`config.mk`:
```
export PLATFORM = sky130hd
export DESIGN_NAME = ivps_device_flat
export DESIGN_NICKNAME = d
export VERILOG_FILES = /design/src/hw/ivps_pkg.sv /design/src/hw/ivps_if.sv /design/src/hw/ivps_device.sv /design/src/flat_wrapper.sv
export SDC_FILE = /design/constraint.sdc
export NUM_CORES = 1
export LEC_CHECK = 0
export BUFFER_PORTS_ARGS = -buffer_cell sky130_fd_sc_hd__buf_4
export CAP_MARGIN = 20
export CORE_ASPECT_RATIO = 1.2
export CORE_MARGIN = 2
export CORE_UTILIZATION = 25
export CTS_BUF_LIST = sky130_fd_sc_hd__clkbuf_4 sky130_fd_sc_hd__clkbuf_8
export CTS_CLUSTER_SIZE = 10
export DETAILED_ROUTE_END_ITERATION = 10
export PLACE_DENSITY_LB_ADDON = 0.08
export SLEW_MARGIN = 20
export SYNTH_ARGS = -nofsm -noshare
export SYNTH_HDL_FRONTEND = slang
export SYNTH_SLANG_ARGS = --single-unit
```
`constraint.sdc`:
```
create_clock -name clk_sys -period 4.25 [get_ports clk_sys]
set_clock_uncertainty 0.05 [all_clocks]
set_input_delay 0.425 -clock clk_sys [delete_from_list [all_inputs] [get_ports clk_sys]]
set_output_delay 0.425 -clock clk_sys [all_outputs]
set_load 0.05 [all_outputs]
```
`src/hw/ivps_pkg.sv`:
```
// Package for the interrupt vector and power supervisor pair.
// Assumes a single 50 MHz system clock shared by both ends.
package ivps_pkg;
  // Clock rate
  localparam int unsigned CLK_HZ = 50_000_000;
  // Vector offsets from the vector page base, in two-byte steps
  localparam logic [7:0] ATTENTION_VECTOR = 8'h00;
  localparam logic [7:0] PERIODIC_EXT_VECTOR = 8'h02;
  localparam logic [7:0] TIMER0_VECTOR = 8'h04;
  localparam logic [7:0] TIMER1_VECTOR = 8'h06;
  localparam logic [7:0] DMA0_VECTOR = 8'h08;
  localparam logic [7:0] DMA1_VECTOR = 8'h0A;
  localparam logic [7:0] CLOCKED_SERIAL_VECTOR = 8'h0C;
  localparam logic [7:0] ASYNC0_VECTOR = 8'h0E;
  localparam logic [7:0] ASYNC1_VECTOR = 8'h10;
  localparam logic [7:0] VECTOR_STEP = 8'h02;
  // Fixed jump address for the power-fail nonmaskable entry
  localparam logic [15:0] POWER_FAIL_JUMP_VECTOR = 16'h0066;
  // I/O addresses
  localparam logic [15:0] WATCHDOG_KICK_ADDR = 16'h01C0;
  localparam logic [15:0] POWER_FAIL_READ_ADDR = 16'h0111;
  localparam int unsigned POWER_FAIL_READ_BIT = 6;
  localparam int unsigned SUPERVISOR_STATUS_BIT = 0;
  // Watchdog period and handler entry bound
  localparam int unsigned WATCHDOG_MS = 1000;
  localparam int unsigned WATCHDOG_CYCLES = WATCHDOG_MS * (CLK_HZ / 1000);
  localparam int unsigned NMI_ENTRY_US = 100;
  localparam int unsigned NMI_ENTRY_CYCLES = NMI_ENTRY_US * (CLK_HZ / 1_000_000);
  // Maskable source count
  localparam int unsigned NUM_SRC = 9;
  // Host-side register map (own choice)
  localparam logic [3:0] HREG_PENDING = 4'h0;
  localparam logic [3:0] HREG_ENABLE = 4'h1;
  localparam logic [3:0] HREG_PAGE = 4'h2;
  localparam logic [3:0] HREG_STATUS = 4'h3;
  localparam logic [3:0] HREG_ACK = 4'h4;
  localparam logic [3:0] HREG_IOACC = 4'h5;
  localparam logic [3:0] HREG_LAST_VECTOR = 4'h6;
endpackage
```
`src/hw/ivps_if.sv`:
```
// Interface joining the supervisor/interrupt device and the processor core end.
// Assumes both ends share clk_sys.
`timescale 1ns/1ps
interface ivps_if;
  logic [8:0] req_pending; // Pending maskable sources, bit 0 highest
  logic int_req; // Maskable interrupt request level
  logic [15:0] vector_addr; // Handler table address for the request
  logic int_ack; // Core acknowledges the current request, pulse
  logic [8:0] enable_mask; // Core-side enables per source
  logic [7:0] page_base; // Interrupt page register
  logic nmi_pulse; // Nonmaskable request, one-cycle pulse
  logic [15:0] nmi_addr; // Fixed jump target
  logic power_fail_out_n; // Power-fail line level, low means fail
  logic supervisor_status_input; // Status word bit 0 level
  logic io_access; // I/O access strobe from core
  logic [15:0] io_addr; // I/O address
  logic [7:0] io_rdata; // I/O read data, one cycle later
  logic watchdog_cause_out_n; // Low after watchdog reset
  logic sys_reset_n; // System reset to core, low active
  modport device (input int_ack, enable_mask, page_base, io_access, io_addr,
    output req_pending, int_req, vector_addr, nmi_pulse, nmi_addr, power_fail_out_n,
    supervisor_status_input, io_rdata, watchdog_cause_out_n, sys_reset_n);
  modport core (output int_ack, enable_mask, page_base, io_access, io_addr,
    input req_pending, int_req, vector_addr, nmi_pulse, nmi_addr, power_fail_out_n,
    supervisor_status_input, io_rdata, watchdog_cause_out_n, sys_reset_n);
endinterface

```
`src/hw/ivps_device.sv`:
```
// Device end: supervisor, watchdog, interrupt pending and vectoring.
// Assumes pins arrive asynchronous and pass two flip-flops first.
//
// Chosen here: the placing of the registers and the strobed register port.
`timescale 1ns/1ps
module ivps_device
  import ivps_pkg::*;
#(
  parameter int unsigned WDOG_CYCLES = WATCHDOG_CYCLES
) (
  input wire logic clk_sys, // System clock
  input wire logic sys_rst, // Synchronous reset, high
  ivps_if.device bus, // Link to the core end
  input wire logic [8:0] src_in, // Raw maskable sources, bit 0 highest
  input wire logic power_fail_in_n, // Raw power-fail comparator, low fail
  input wire logic supply_good_in, // Supply above reset threshold
  input wire logic above_battery_in, // Supply above battery level
  input wire logic pfail_enable, // Power-fail source strap
  input wire logic watchdog_enable, // Watchdog strap
  input wire logic watchdog_kick_in, // Raw watchdog kick pin
  input wire logic decoded_ram_select_n, // Decoded RAM select, low
  output logic ram_chip_enable_n // RAM chip enable, low
);
  // Two-flop synchroniser stages, one pair per pin
  logic [8:0] src_s1_q, src_s2_q;
  logic pf_s1_q, pf_s2_q;
  logic good_s1_q, good_s2_q;
  logic batt_s1_q, batt_s2_q;
  logic ramsel_s1_q, ramsel_s2_q;
  logic kick_s1_q, kick_s2_q;
  logic pfen_s1_q, pfen_s2_q;
  logic wden_s1_q, wden_s2_q;
  // Edge history
  logic [8:0] src_prev_q;
  logic pf_prev_q, kick_prev_q;
  // Interrupt state
  logic [8:0] pend_q;
  wire logic [8:0] src_rise;
  wire logic [8:0] served;
  logic [3:0] sel;
  logic any;
  logic nmi_q;
  // Watchdog state
  logic [31:0] wd_cnt_q;
  logic wd_reset_q, wd_cause_q, wd_kick;
  // I/O read return
  logic [7:0] rdata_q;

  // Priority encoder, lowest index wins
  function automatic logic [3:0] first_set(input logic [8:0] v);
    first_set = 4'hF;
    for (int i = NUM_SRC - 1; i >= 0; i--) begin
      if (v[i]) first_set = 4'(i);
    end
  endfunction

  // Address match of an I/O access strobe
  function automatic logic io_hit(input logic acc, input logic [15:0] a, input logic [15:0] m);
    io_hit = acc && (a == m);
  endfunction

  // Source synchronisers; no reset, they settle while reset is held
  always_ff @(posedge clk_sys) begin
    src_s1_q <= src_in;
    src_s2_q <= src_s1_q;
  end

  // Supervisor pin synchronisers, each line on its own chain
  always_ff @(posedge clk_sys) begin
    pf_s1_q <= power_fail_in_n;
    pf_s2_q <= pf_s1_q;
    good_s1_q <= supply_good_in;
    good_s2_q <= good_s1_q;
    batt_s1_q <= above_battery_in;
    batt_s2_q <= batt_s1_q;
    ramsel_s1_q <= decoded_ram_select_n;
    ramsel_s2_q <= ramsel_s1_q;
  end

  // Watchdog pin, watchdog strap and power-fail strap synchronisers
  always_ff @(posedge clk_sys) begin
    kick_s1_q <= watchdog_kick_in;
    kick_s2_q <= kick_s1_q;
    pfen_s1_q <= pfail_enable;
    pfen_s2_q <= pfen_s1_q;
    wden_s1_q <= watchdog_enable;
    wden_s2_q <= wden_s1_q;
  end

  // Edge history; reset values match the idle level of each line
  always_ff @(posedge clk_sys) begin
    if (sys_rst) begin
      src_prev_q <= 9'h000;
      pf_prev_q <= 1'b1;
      kick_prev_q <= 1'b0;
    end else begin
      src_prev_q <= src_s2_q;
      pf_prev_q <= pf_s2_q;
      kick_prev_q <= kick_s2_q;
    end
  end

  // Per-source rising edge and service decode
  for (genvar g = 0; g < NUM_SRC; g++) begin : g_src
    assign src_rise[g] = src_s2_q[g] && !src_prev_q[g];
    assign served[g] = bus.int_ack && any && (sel == 4'(g));
  end

  // Pending flags: a new edge wins over a clear in the same cycle
  always_ff @(posedge clk_sys) begin
    if (sys_rst) begin
      pend_q <= 9'h000;
    end else begin
      pend_q <= src_rise | (pend_q & ~served);
    end
  end

  // Highest enabled pending source is offered to the core
  assign any = |(pend_q & bus.enable_mask);
  assign sel = first_set(pend_q & bus.enable_mask);

  // Link outputs for the maskable path
  assign bus.req_pending = pend_q;
  assign bus.int_req = any;
  // Table entry at page base plus two-byte step offset
  assign bus.vector_addr = {bus.page_base, 8'(ATTENTION_VECTOR + VECTOR_STEP * sel)};
  assign bus.nmi_addr = POWER_FAIL_JUMP_VECTOR;

  // Nonmaskable pulse on the falling fail edge only, well inside the entry bound
  always_ff @(posedge clk_sys) begin
    if (sys_rst) begin
      nmi_q <= 1'b0;
    end else begin
      nmi_q <= pfen_s2_q && pf_prev_q && !pf_s2_q;
    end
  end
  assign bus.nmi_pulse = nmi_q;
  // Fail level to the core, as status bit and as fail line
  assign bus.power_fail_out_n = pf_s2_q;
  assign bus.supervisor_status_input = pf_s2_q;

  // Kick on either pin edge or on an access to the kick address
  assign wd_kick = (kick_prev_q != kick_s2_q) ||
                   io_hit(bus.io_access, bus.io_addr, WATCHDOG_KICK_ADDR);

  // Watchdog counter; a disabled strap holds it at zero
  always_ff @(posedge clk_sys) begin
    if (sys_rst || wd_reset_q || !wden_s2_q) begin
      wd_cnt_q <= 32'h0000_0000;
    end else if (wd_kick) begin
      wd_cnt_q <= 32'h0000_0000;
    end else begin
      wd_cnt_q <= wd_cnt_q + 32'h0000_0001;
    end
  end

  // One-cycle watchdog reset pulse when the count runs out
  always_ff @(posedge clk_sys) begin
    if (sys_rst) begin
      wd_reset_q <= 1'b0;
    end else begin
      wd_reset_q <= wden_s2_q && wd_cnt_q == 32'(WDOG_CYCLES - 1);
    end
  end

  // Reset cause: watchdog marks low, only a supply drop or sys_rst marks high again
  always_ff @(posedge clk_sys) begin
    if (sys_rst) begin
      wd_cause_q <= 1'b1;
    end else if (wd_reset_q) begin
      wd_cause_q <= 1'b0;
    end else if (!good_s2_q) begin
      wd_cause_q <= 1'b1;
    end
  end
  assign bus.watchdog_cause_out_n = wd_cause_q;

  // Reset to the core while the supply is below threshold or the watchdog fires
  assign bus.sys_reset_n = good_s2_q && !wd_reset_q && !sys_rst;
  // RAM select passes only while supply is above threshold and battery
  assign ram_chip_enable_n = ramsel_s2_q | ~(good_s2_q & batt_s2_q);

  // Fail level on the read return, one cycle after the access
  always_ff @(posedge clk_sys) begin
    if (sys_rst) begin
      rdata_q <= 8'h00;
    end else if (io_hit(bus.io_access, bus.io_addr, POWER_FAIL_READ_ADDR)) begin
      rdata_q <= 8'(pf_s2_q) << POWER_FAIL_READ_BIT;
    end else begin
      rdata_q <= 8'h00;
    end
  end
  assign bus.io_rdata = rdata_q;
endmodule

```
`src/flat_wrapper.sv`:
```
// flat-port wrapper written by rule: the top's interface ports become plain ports
module ivps_device_flat import ivps_pkg::*;
#(
  parameter int unsigned WDOG_CYCLES = WATCHDOG_CYCLES
)
  (clk_sys, sys_rst, src_in, power_fail_in_n, supply_good_in, above_battery_in, pfail_enable, watchdog_enable, watchdog_kick_in, decoded_ram_select_n, ram_chip_enable_n, bus_int_ack, bus_enable_mask, bus_page_base, bus_io_access, bus_io_addr, bus_req_pending, bus_int_req, bus_vector_addr, bus_nmi_pulse, bus_nmi_addr, bus_power_fail_out_n, bus_supervisor_status_input, bus_io_rdata, bus_watchdog_cause_out_n, bus_sys_reset_n);
  ivps_if bus_i ();
  input wire logic clk_sys;
  input wire logic sys_rst;
  input wire logic [8:0] src_in;
  input wire logic power_fail_in_n;
  input wire logic supply_good_in;
  input wire logic above_battery_in;
  input wire logic pfail_enable;
  input wire logic watchdog_enable;
  input wire logic watchdog_kick_in;
  input wire logic decoded_ram_select_n;
  output logic ram_chip_enable_n;
  input wire logic [$bits(bus_i.int_ack)-1:0] bus_int_ack;
  input wire logic [$bits(bus_i.enable_mask)-1:0] bus_enable_mask;
  input wire logic [$bits(bus_i.page_base)-1:0] bus_page_base;
  input wire logic [$bits(bus_i.io_access)-1:0] bus_io_access;
  input wire logic [$bits(bus_i.io_addr)-1:0] bus_io_addr;
  output wire logic [$bits(bus_i.req_pending)-1:0] bus_req_pending;
  output wire logic [$bits(bus_i.int_req)-1:0] bus_int_req;
  output wire logic [$bits(bus_i.vector_addr)-1:0] bus_vector_addr;
  output wire logic [$bits(bus_i.nmi_pulse)-1:0] bus_nmi_pulse;
  output wire logic [$bits(bus_i.nmi_addr)-1:0] bus_nmi_addr;
  output wire logic [$bits(bus_i.power_fail_out_n)-1:0] bus_power_fail_out_n;
  output wire logic [$bits(bus_i.supervisor_status_input)-1:0] bus_supervisor_status_input;
  output wire logic [$bits(bus_i.io_rdata)-1:0] bus_io_rdata;
  output wire logic [$bits(bus_i.watchdog_cause_out_n)-1:0] bus_watchdog_cause_out_n;
  output wire logic [$bits(bus_i.sys_reset_n)-1:0] bus_sys_reset_n;
  assign bus_i.int_ack = bus_int_ack;
  assign bus_i.enable_mask = bus_enable_mask;
  assign bus_i.page_base = bus_page_base;
  assign bus_i.io_access = bus_io_access;
  assign bus_i.io_addr = bus_io_addr;
  assign bus_req_pending = bus_i.req_pending;
  assign bus_int_req = bus_i.int_req;
  assign bus_vector_addr = bus_i.vector_addr;
  assign bus_nmi_pulse = bus_i.nmi_pulse;
  assign bus_nmi_addr = bus_i.nmi_addr;
  assign bus_power_fail_out_n = bus_i.power_fail_out_n;
  assign bus_supervisor_status_input = bus_i.supervisor_status_input;
  assign bus_io_rdata = bus_i.io_rdata;
  assign bus_watchdog_cause_out_n = bus_i.watchdog_cause_out_n;
  assign bus_sys_reset_n = bus_i.sys_reset_n;
  ivps_device #(.WDOG_CYCLES(WDOG_CYCLES)) u_core (.clk_sys(clk_sys), .sys_rst(sys_rst), .bus(bus_i), .src_in(src_in), .power_fail_in_n(power_fail_in_n), .supply_good_in(supply_good_in), .above_battery_in(above_battery_in), .pfail_enable(pfail_enable), .watchdog_enable(watchdog_enable), .watchdog_kick_in(watchdog_kick_in), .decoded_ram_select_n(decoded_ram_select_n), .ram_chip_enable_n(ram_chip_enable_n));
endmodule
```
Word-level counts from Yosys, hierarchy flattened
Index checks and enable logic that the tools add are counted.
{"block": "op_classes", "n_reduce_logical": 46, "n_shift": 0, "n_mul": 0, "n_bitwise": 8, "n_eq_ne": 13, "magnitude_cmp": 0, "div": 0, "muxes": 11, "n_addsub": 1}
{"operator": "adder 32 x 1 -> 32 bit (second input constant)", "count": 1}
{"operator": "== test 16 x 9 -> 1 bit (second input constant)", "count": 2}
{"operator": "== test 32 x 26 -> 1 bit (second input constant)", "count": 1}
{"operator": "2-to-1 mux 4 bit", "count": 8}
{"operator": "logical AND 1 bit", "count": 26}
{"operator": "AND 9 bit", "count": 2}
{"operator": "== test 4 x 3 -> 1 bit (second input constant)", "count": 4}
{"operator": "zero test 1 bit", "count": 13}
{"operator": "NOT 9 bit", "count": 1}
{"operator": "bitwise OR 9 bit", "count": 1}
{"operator": "OR reduction 9 bit", "count": 1}
{"operator": "== test 4 x 2 -> 1 bit (second input constant)", "count": 2}
{"operator": "== test 4 x 1 -> 1 bit (second input constant)", "count": 1}
{"operator": "== test 4 bit (second input constant)", "count": 1}
{"operator": "zero test 4 bit", "count": 1}
{"operator": "OR reduction 2 bit", "count": 2}
{"operator": "logical OR 1 bit", "count": 3}
{"operator": "2-to-1 mux 3 bit", "count": 1}
{"operator": "2-to-1 mux 1 bit", "count": 2}
{"operator": "!= test 2 bit (second input constant)", "count": 1}
{"operator": "NOT 1 bit", "count": 2}
{"operator": "AND 1 bit", "count": 1}
{"operator": "!= test 1 bit", "count": 1}
{"operator": "bitwise OR 1 bit", "count": 1}
{"block": "totals", "mem_bits_rw": 0, "latchBits": 0, "ff_bits": 95, "mem_bits_ro": 0, "inputBits": 53, "word_cells": 105, "output_inout_bits": 56, "n_memories": 0}

Logic depth before layout (Yosys ltp)
{"block": "logic_depth", "depth_word": 15, "depth_mapped": 7, "ltp_nobuf": 6}

Worst setup path before layout
No wires, ideal clock.
{"block": "synth_timing", "kind": "register to output", "startpoint": "register u_core.pend_q[1], in the netlist u_core.bus.req_pending[1]", "endpoint": "output bus_int_req", "arrival_time_ns": 2.777, "t_required_ns": 3.775, "n_path_buf": 0, "slack_ns": 0.998, "path_stages_with_launch": 5, "cell_sequence": "dfxtp_1 -> a22oi_1 -> nand2_1 -> nor3_1 -> nand2_1"}
{"block": "synth_via", "elab_chain_cells": 2}
{"element": "start: declaration", "line_no": "ivps_device.sv:37", "rtl": "logic [8:0] pend_q;"}
{"element": "start signal: assignment", "line_no": "ivps_device.sv:114", "rtl": "pend_q <= src_rise | (pend_q & ~served);"}
{"element": "AND 9 bit", "line_no": "ivps_device.sv:119", "rtl": "assign any = |(pend_q & bus.enable_mask);"}
{"element": "OR reduction 9 bit", "line_no": "ivps_device.sv:119"}
{"element": "end: declaration", "line_no": "flat_wrapper.sv:25", "rtl": "output wire logic [$bits(bus_i.int_req)-1:0] bus_int_req;"}
Every way passes these cells.

Worst setup path in the final report
{"block": "layout_timing", "startpoint": "register u_core.pend_q[4], in the netlist u_core.bus.req_pending[4]", "endpoint": "output bus_vector_addr[1]"}
{"block": "layout_via", "elab_chain_cells": 6}
{"element": "AND 9 bit", "line_no": "ivps_device.sv:120", "rtl": "assign sel = first_set(pend_q & bus.enable_mask);"}
{"element": "2-to-1 mux 4 bit (5 in a row)", "line_no": "ivps_device.sv:53", "rtl": "if (v[i]) first_set = 4'(i);"}
{"element": "end: declaration", "line_no": "flat_wrapper.sv:26", "rtl": "output wire logic [$bits(bus_i.vector_addr)-1:0] bus_vector_addr;"}
Every way passes these cells.

==> impl_metrics.yaml <==
sta:
  fmax_mhz: 435
  post-route-period-util_pct: 54.0
  slew_headroom_pct: 56.1
  fin_crit_ns: 2.30
  hold_violations: 0
  setup_violations: 0
  fin_tns_setup_ns: 0
  worst_pin_slew_ns: 0.653
  rsz0062_at_grt: "false"
  final_max_slew_viol_count: 0
layout:
  n_fill_cell: 1482
  drive_above_1_share_pct: 23.1
  nets: 474
  area_growth_pct: 21.5
  final_core_util_pct: 30.7
  final_area_um2: 4190
  antenna_cells: 0
power:
  combPwrFrac_pct: 13.9
  cellPowerDensity_nw_per_um2: 436
  p_sw_share_pct: 26.9
  intPower_mw: 1.33
  p_sw_mw: 0.492
  power.share.clock_pct: 38.3
  power_frac_seq_pct: 47.7
  p_leak_nw: 1.60
  peakVddDrop_uv: 140
floorplan:
  die_area_um2: 14700
  die_y_um: 133
  die_x_um: 111
  num_rows: 47
  num_io_pins: 109
  start_util_pct: 25.3
  core_area_um2: 13600
setup_path:
  slowest_delay_ns: 0.46
  r2r_start: "u_core.wd_cnt_q[0]$_SDFF_PP0_"
  end_kind: "output pin"
  worst-endpoint-arrival_ns: 1.82
  crit_path_max_fanout: 5
  ff2ff_setup_slack_ns: 2.04
  cpMaxStageDelayCell: "o21ai_0"
  crit_cells: 5
  r2r_cells: 6
  start_kind: "flip-flop"
  critPathTopFamily: "compound AO/OA/AOI/OAI gates"
  worstSetupPathType: "flip-flop to output pin"
  crit_required_ns: 3.77
  crit_chain: "nand2_1 > a32o_1 > a31oi_1 > o21ai_0 > buf_4"
  worst-path-buf-inv: 1
  r2r_end: "u_core.wd_cnt_q[28]$_SDFF_PP0_"
synthesis:
  yosysTopAreaCell: "dfxtp_1"
  ys_ff_latch: 88
  yosysMostFrequentCell: "dfxtp_1"
  postSynthAreaPerCell_um2: 9.49
  synth_top_area_share_pct: 51.1
  synthArstFlopShare_pct: 0
  synth_edf_count: 0
  yosysWarnings: 0
  yosys-top-cells-area: "dfxtp_1, buf_4, xnor2_1, nor2_1, nand3_1"
  ys.flop_type: "dfxtp_1"
  synth.distinct_cells: 43
  syn_inst: 363
  seq_area_frac_synth_pct: 51.1
  synth_common_cells: "dfxtp_1, nor2_1, buf_4"
  syn-cell-area_um2: 3450
grt:
  antenna_found_initial: 0
  grt_use_total_pct: 10.0
  grt_pass1_wl_um: 11900
  overflow: 0
  grt_max_degree: 33
  grt_pass1_vias: 2453
clocking:
  post_cts_resized: 0
  cts_tree: "built"
  clk_latency_ns: 0.34
  ctsHtreeMaxLevel: 3
  cts_setup_buffers: 0
  clkSlewWorstSetupHoldPaths_ns: 0.09
  cts.sinks: 88
  cts_hold_repair.buffers: 0
  clk_path_buf_depth: 2
  cts_root_buf: "clkbuf_8"
  numCtsBuffers: 9
drt:
  dr.pass1.iters: 6
  wl_per_cell_um: 12.1
  drtIter0Drc: 96
  vias_per_cell: 4.14
  antenna_left: 0
  route.vias.total: 2465
  routed_wl_um: 7210
  drc_errors: 0
min_path:
  min-delay-start: "src_in[2]"
  holdPathEnd: "u_core.src_s1_q[2]$_DFF_P_"
  hold_depth: 1
  holdCritPathClass: "input pin to flip-flop"
run:
  max_cap_violations: 0
status:
  status: "completed"
placement:
  io_buffer_count: 65
  gp_congestion: 0.763
  dpl-instance-area_um2: 3930
  dp_hpwl_um: 5200
[through the flow]
step / hold slack, ns / total power [mW] / setup WS [ns] / cells
2_1_floorplan: 0.260 / 1.11 / 0.998 / 388
5_1_grt: 0.0885 / 1.91 / 1.76 / 596
6_report: 0.126 / 1.83 / 1.95 / 596
3_3_place_gp: 0.262 / 1.15 / 1.98 / 580
3_5_place_dp: 0.262 / 1.15 / 1.95 / 580
4_1_cts: 0.0922 / 1.86 / 1.90 / 596
[layer usage]
metal  track usage (%)  part of all wire [%]
met1              11.6                    44
met2              16.7                    49
met3              3.11                   5.1
met4              4.94                   2.3
met5                 0                     0
[registers in the layout (all words and copies together) (netlist names), 9 cells and up]
signal	cells
u_core.wd_cnt_q	32
u_core.bus.req_pending	9
u_core.src_prev_q	9
u_core.src_s1_q	9
u_core.src_s2_q	9
[power groups by stage]
stage                     registers (mW)  logic [mW]  clock network [mW]
after floorplan                    0.922       0.183                   0
after global placement             0.892       0.257                   0
after detailed placement           0.893       0.256                   0
after CTS                          0.873       0.257               0.735
after global routing               0.878       0.271               0.765
final                              0.872       0.254               0.700
[worst max path at each step]
stage,startpoint,endpoint
4_1_cts,u_core.bus.req_pending[4]$_SDFF_PP0_,bus_vector_addr[1]
6_report,u_core.bus.req_pending[4]$_SDFF_PP0_,bus_vector_addr[1]
5_1_grt,u_core.bus.req_pending[4]$_SDFF_PP0_,bus_vector_addr[1]
3_3_place_gp,bus_io_addr[2],u_core.wd_cnt_q[21]$_SDFF_PP0_
3_5_place_dp,bus_io_addr[12],u_core.wd_cnt_q[14]$_SDFF_PP0_
2_1_floorplan,u_core.bus.req_pending[1]$_SDFF_PP0_,bus_int_req
[layout make-up]
type	instances	area (um^2)	area share (%)
clock inverter	6	115	2.75
tap	171	214	5.11
sequential	88	1760	42.1
inverter	9	33.8	0.807
timing repair buffer	66	495	11.8
clock buffer	10	131	3.14
multi-input combinational	246	1430	34.3
[logic make-up (layout without fill, tap and decap cells)]
logic type      count (synthesis)  in the layout  synth area share [%]
xor+xnor                       30             30                  7.63
other cells                     2             27                 0.218
buf+inv                        54             91                  10.2
flops                          88             88                  51.1
fa+ha+maj                       1              1                 0.363
compound gates                 25             25                  4.68
simple gates                  163            163                  25.8
[worst register-to-register path: cells and delay by family (launching register included)]
family	cells	cell delay (ns)
and+or+nand+nor	3	1.17
DFF	1	0.39
adders and majority gates	1	0.23
xor gates and xnor gates	1	0.18
buffers and inverters	1	0.08
[layout by cell type, fill, tap and decap left out, types with 5 or more instances in the layout]
cell type,n
xor2_1,9
nor4b_1,5
nand2_1,28
dfxtp_1,88
nor2b_1,16
nand4_1,9
a21oi_1,8
clkbuf_8,9
nand3_1,22
buf_4,66
xnor2_1,21
nor2_1,41
inv_1,9
nor3_1,12
o21ai_0,6
conb_1,27
nor4_2,6
Note: power is estimated with default switching activity, not from simulation.
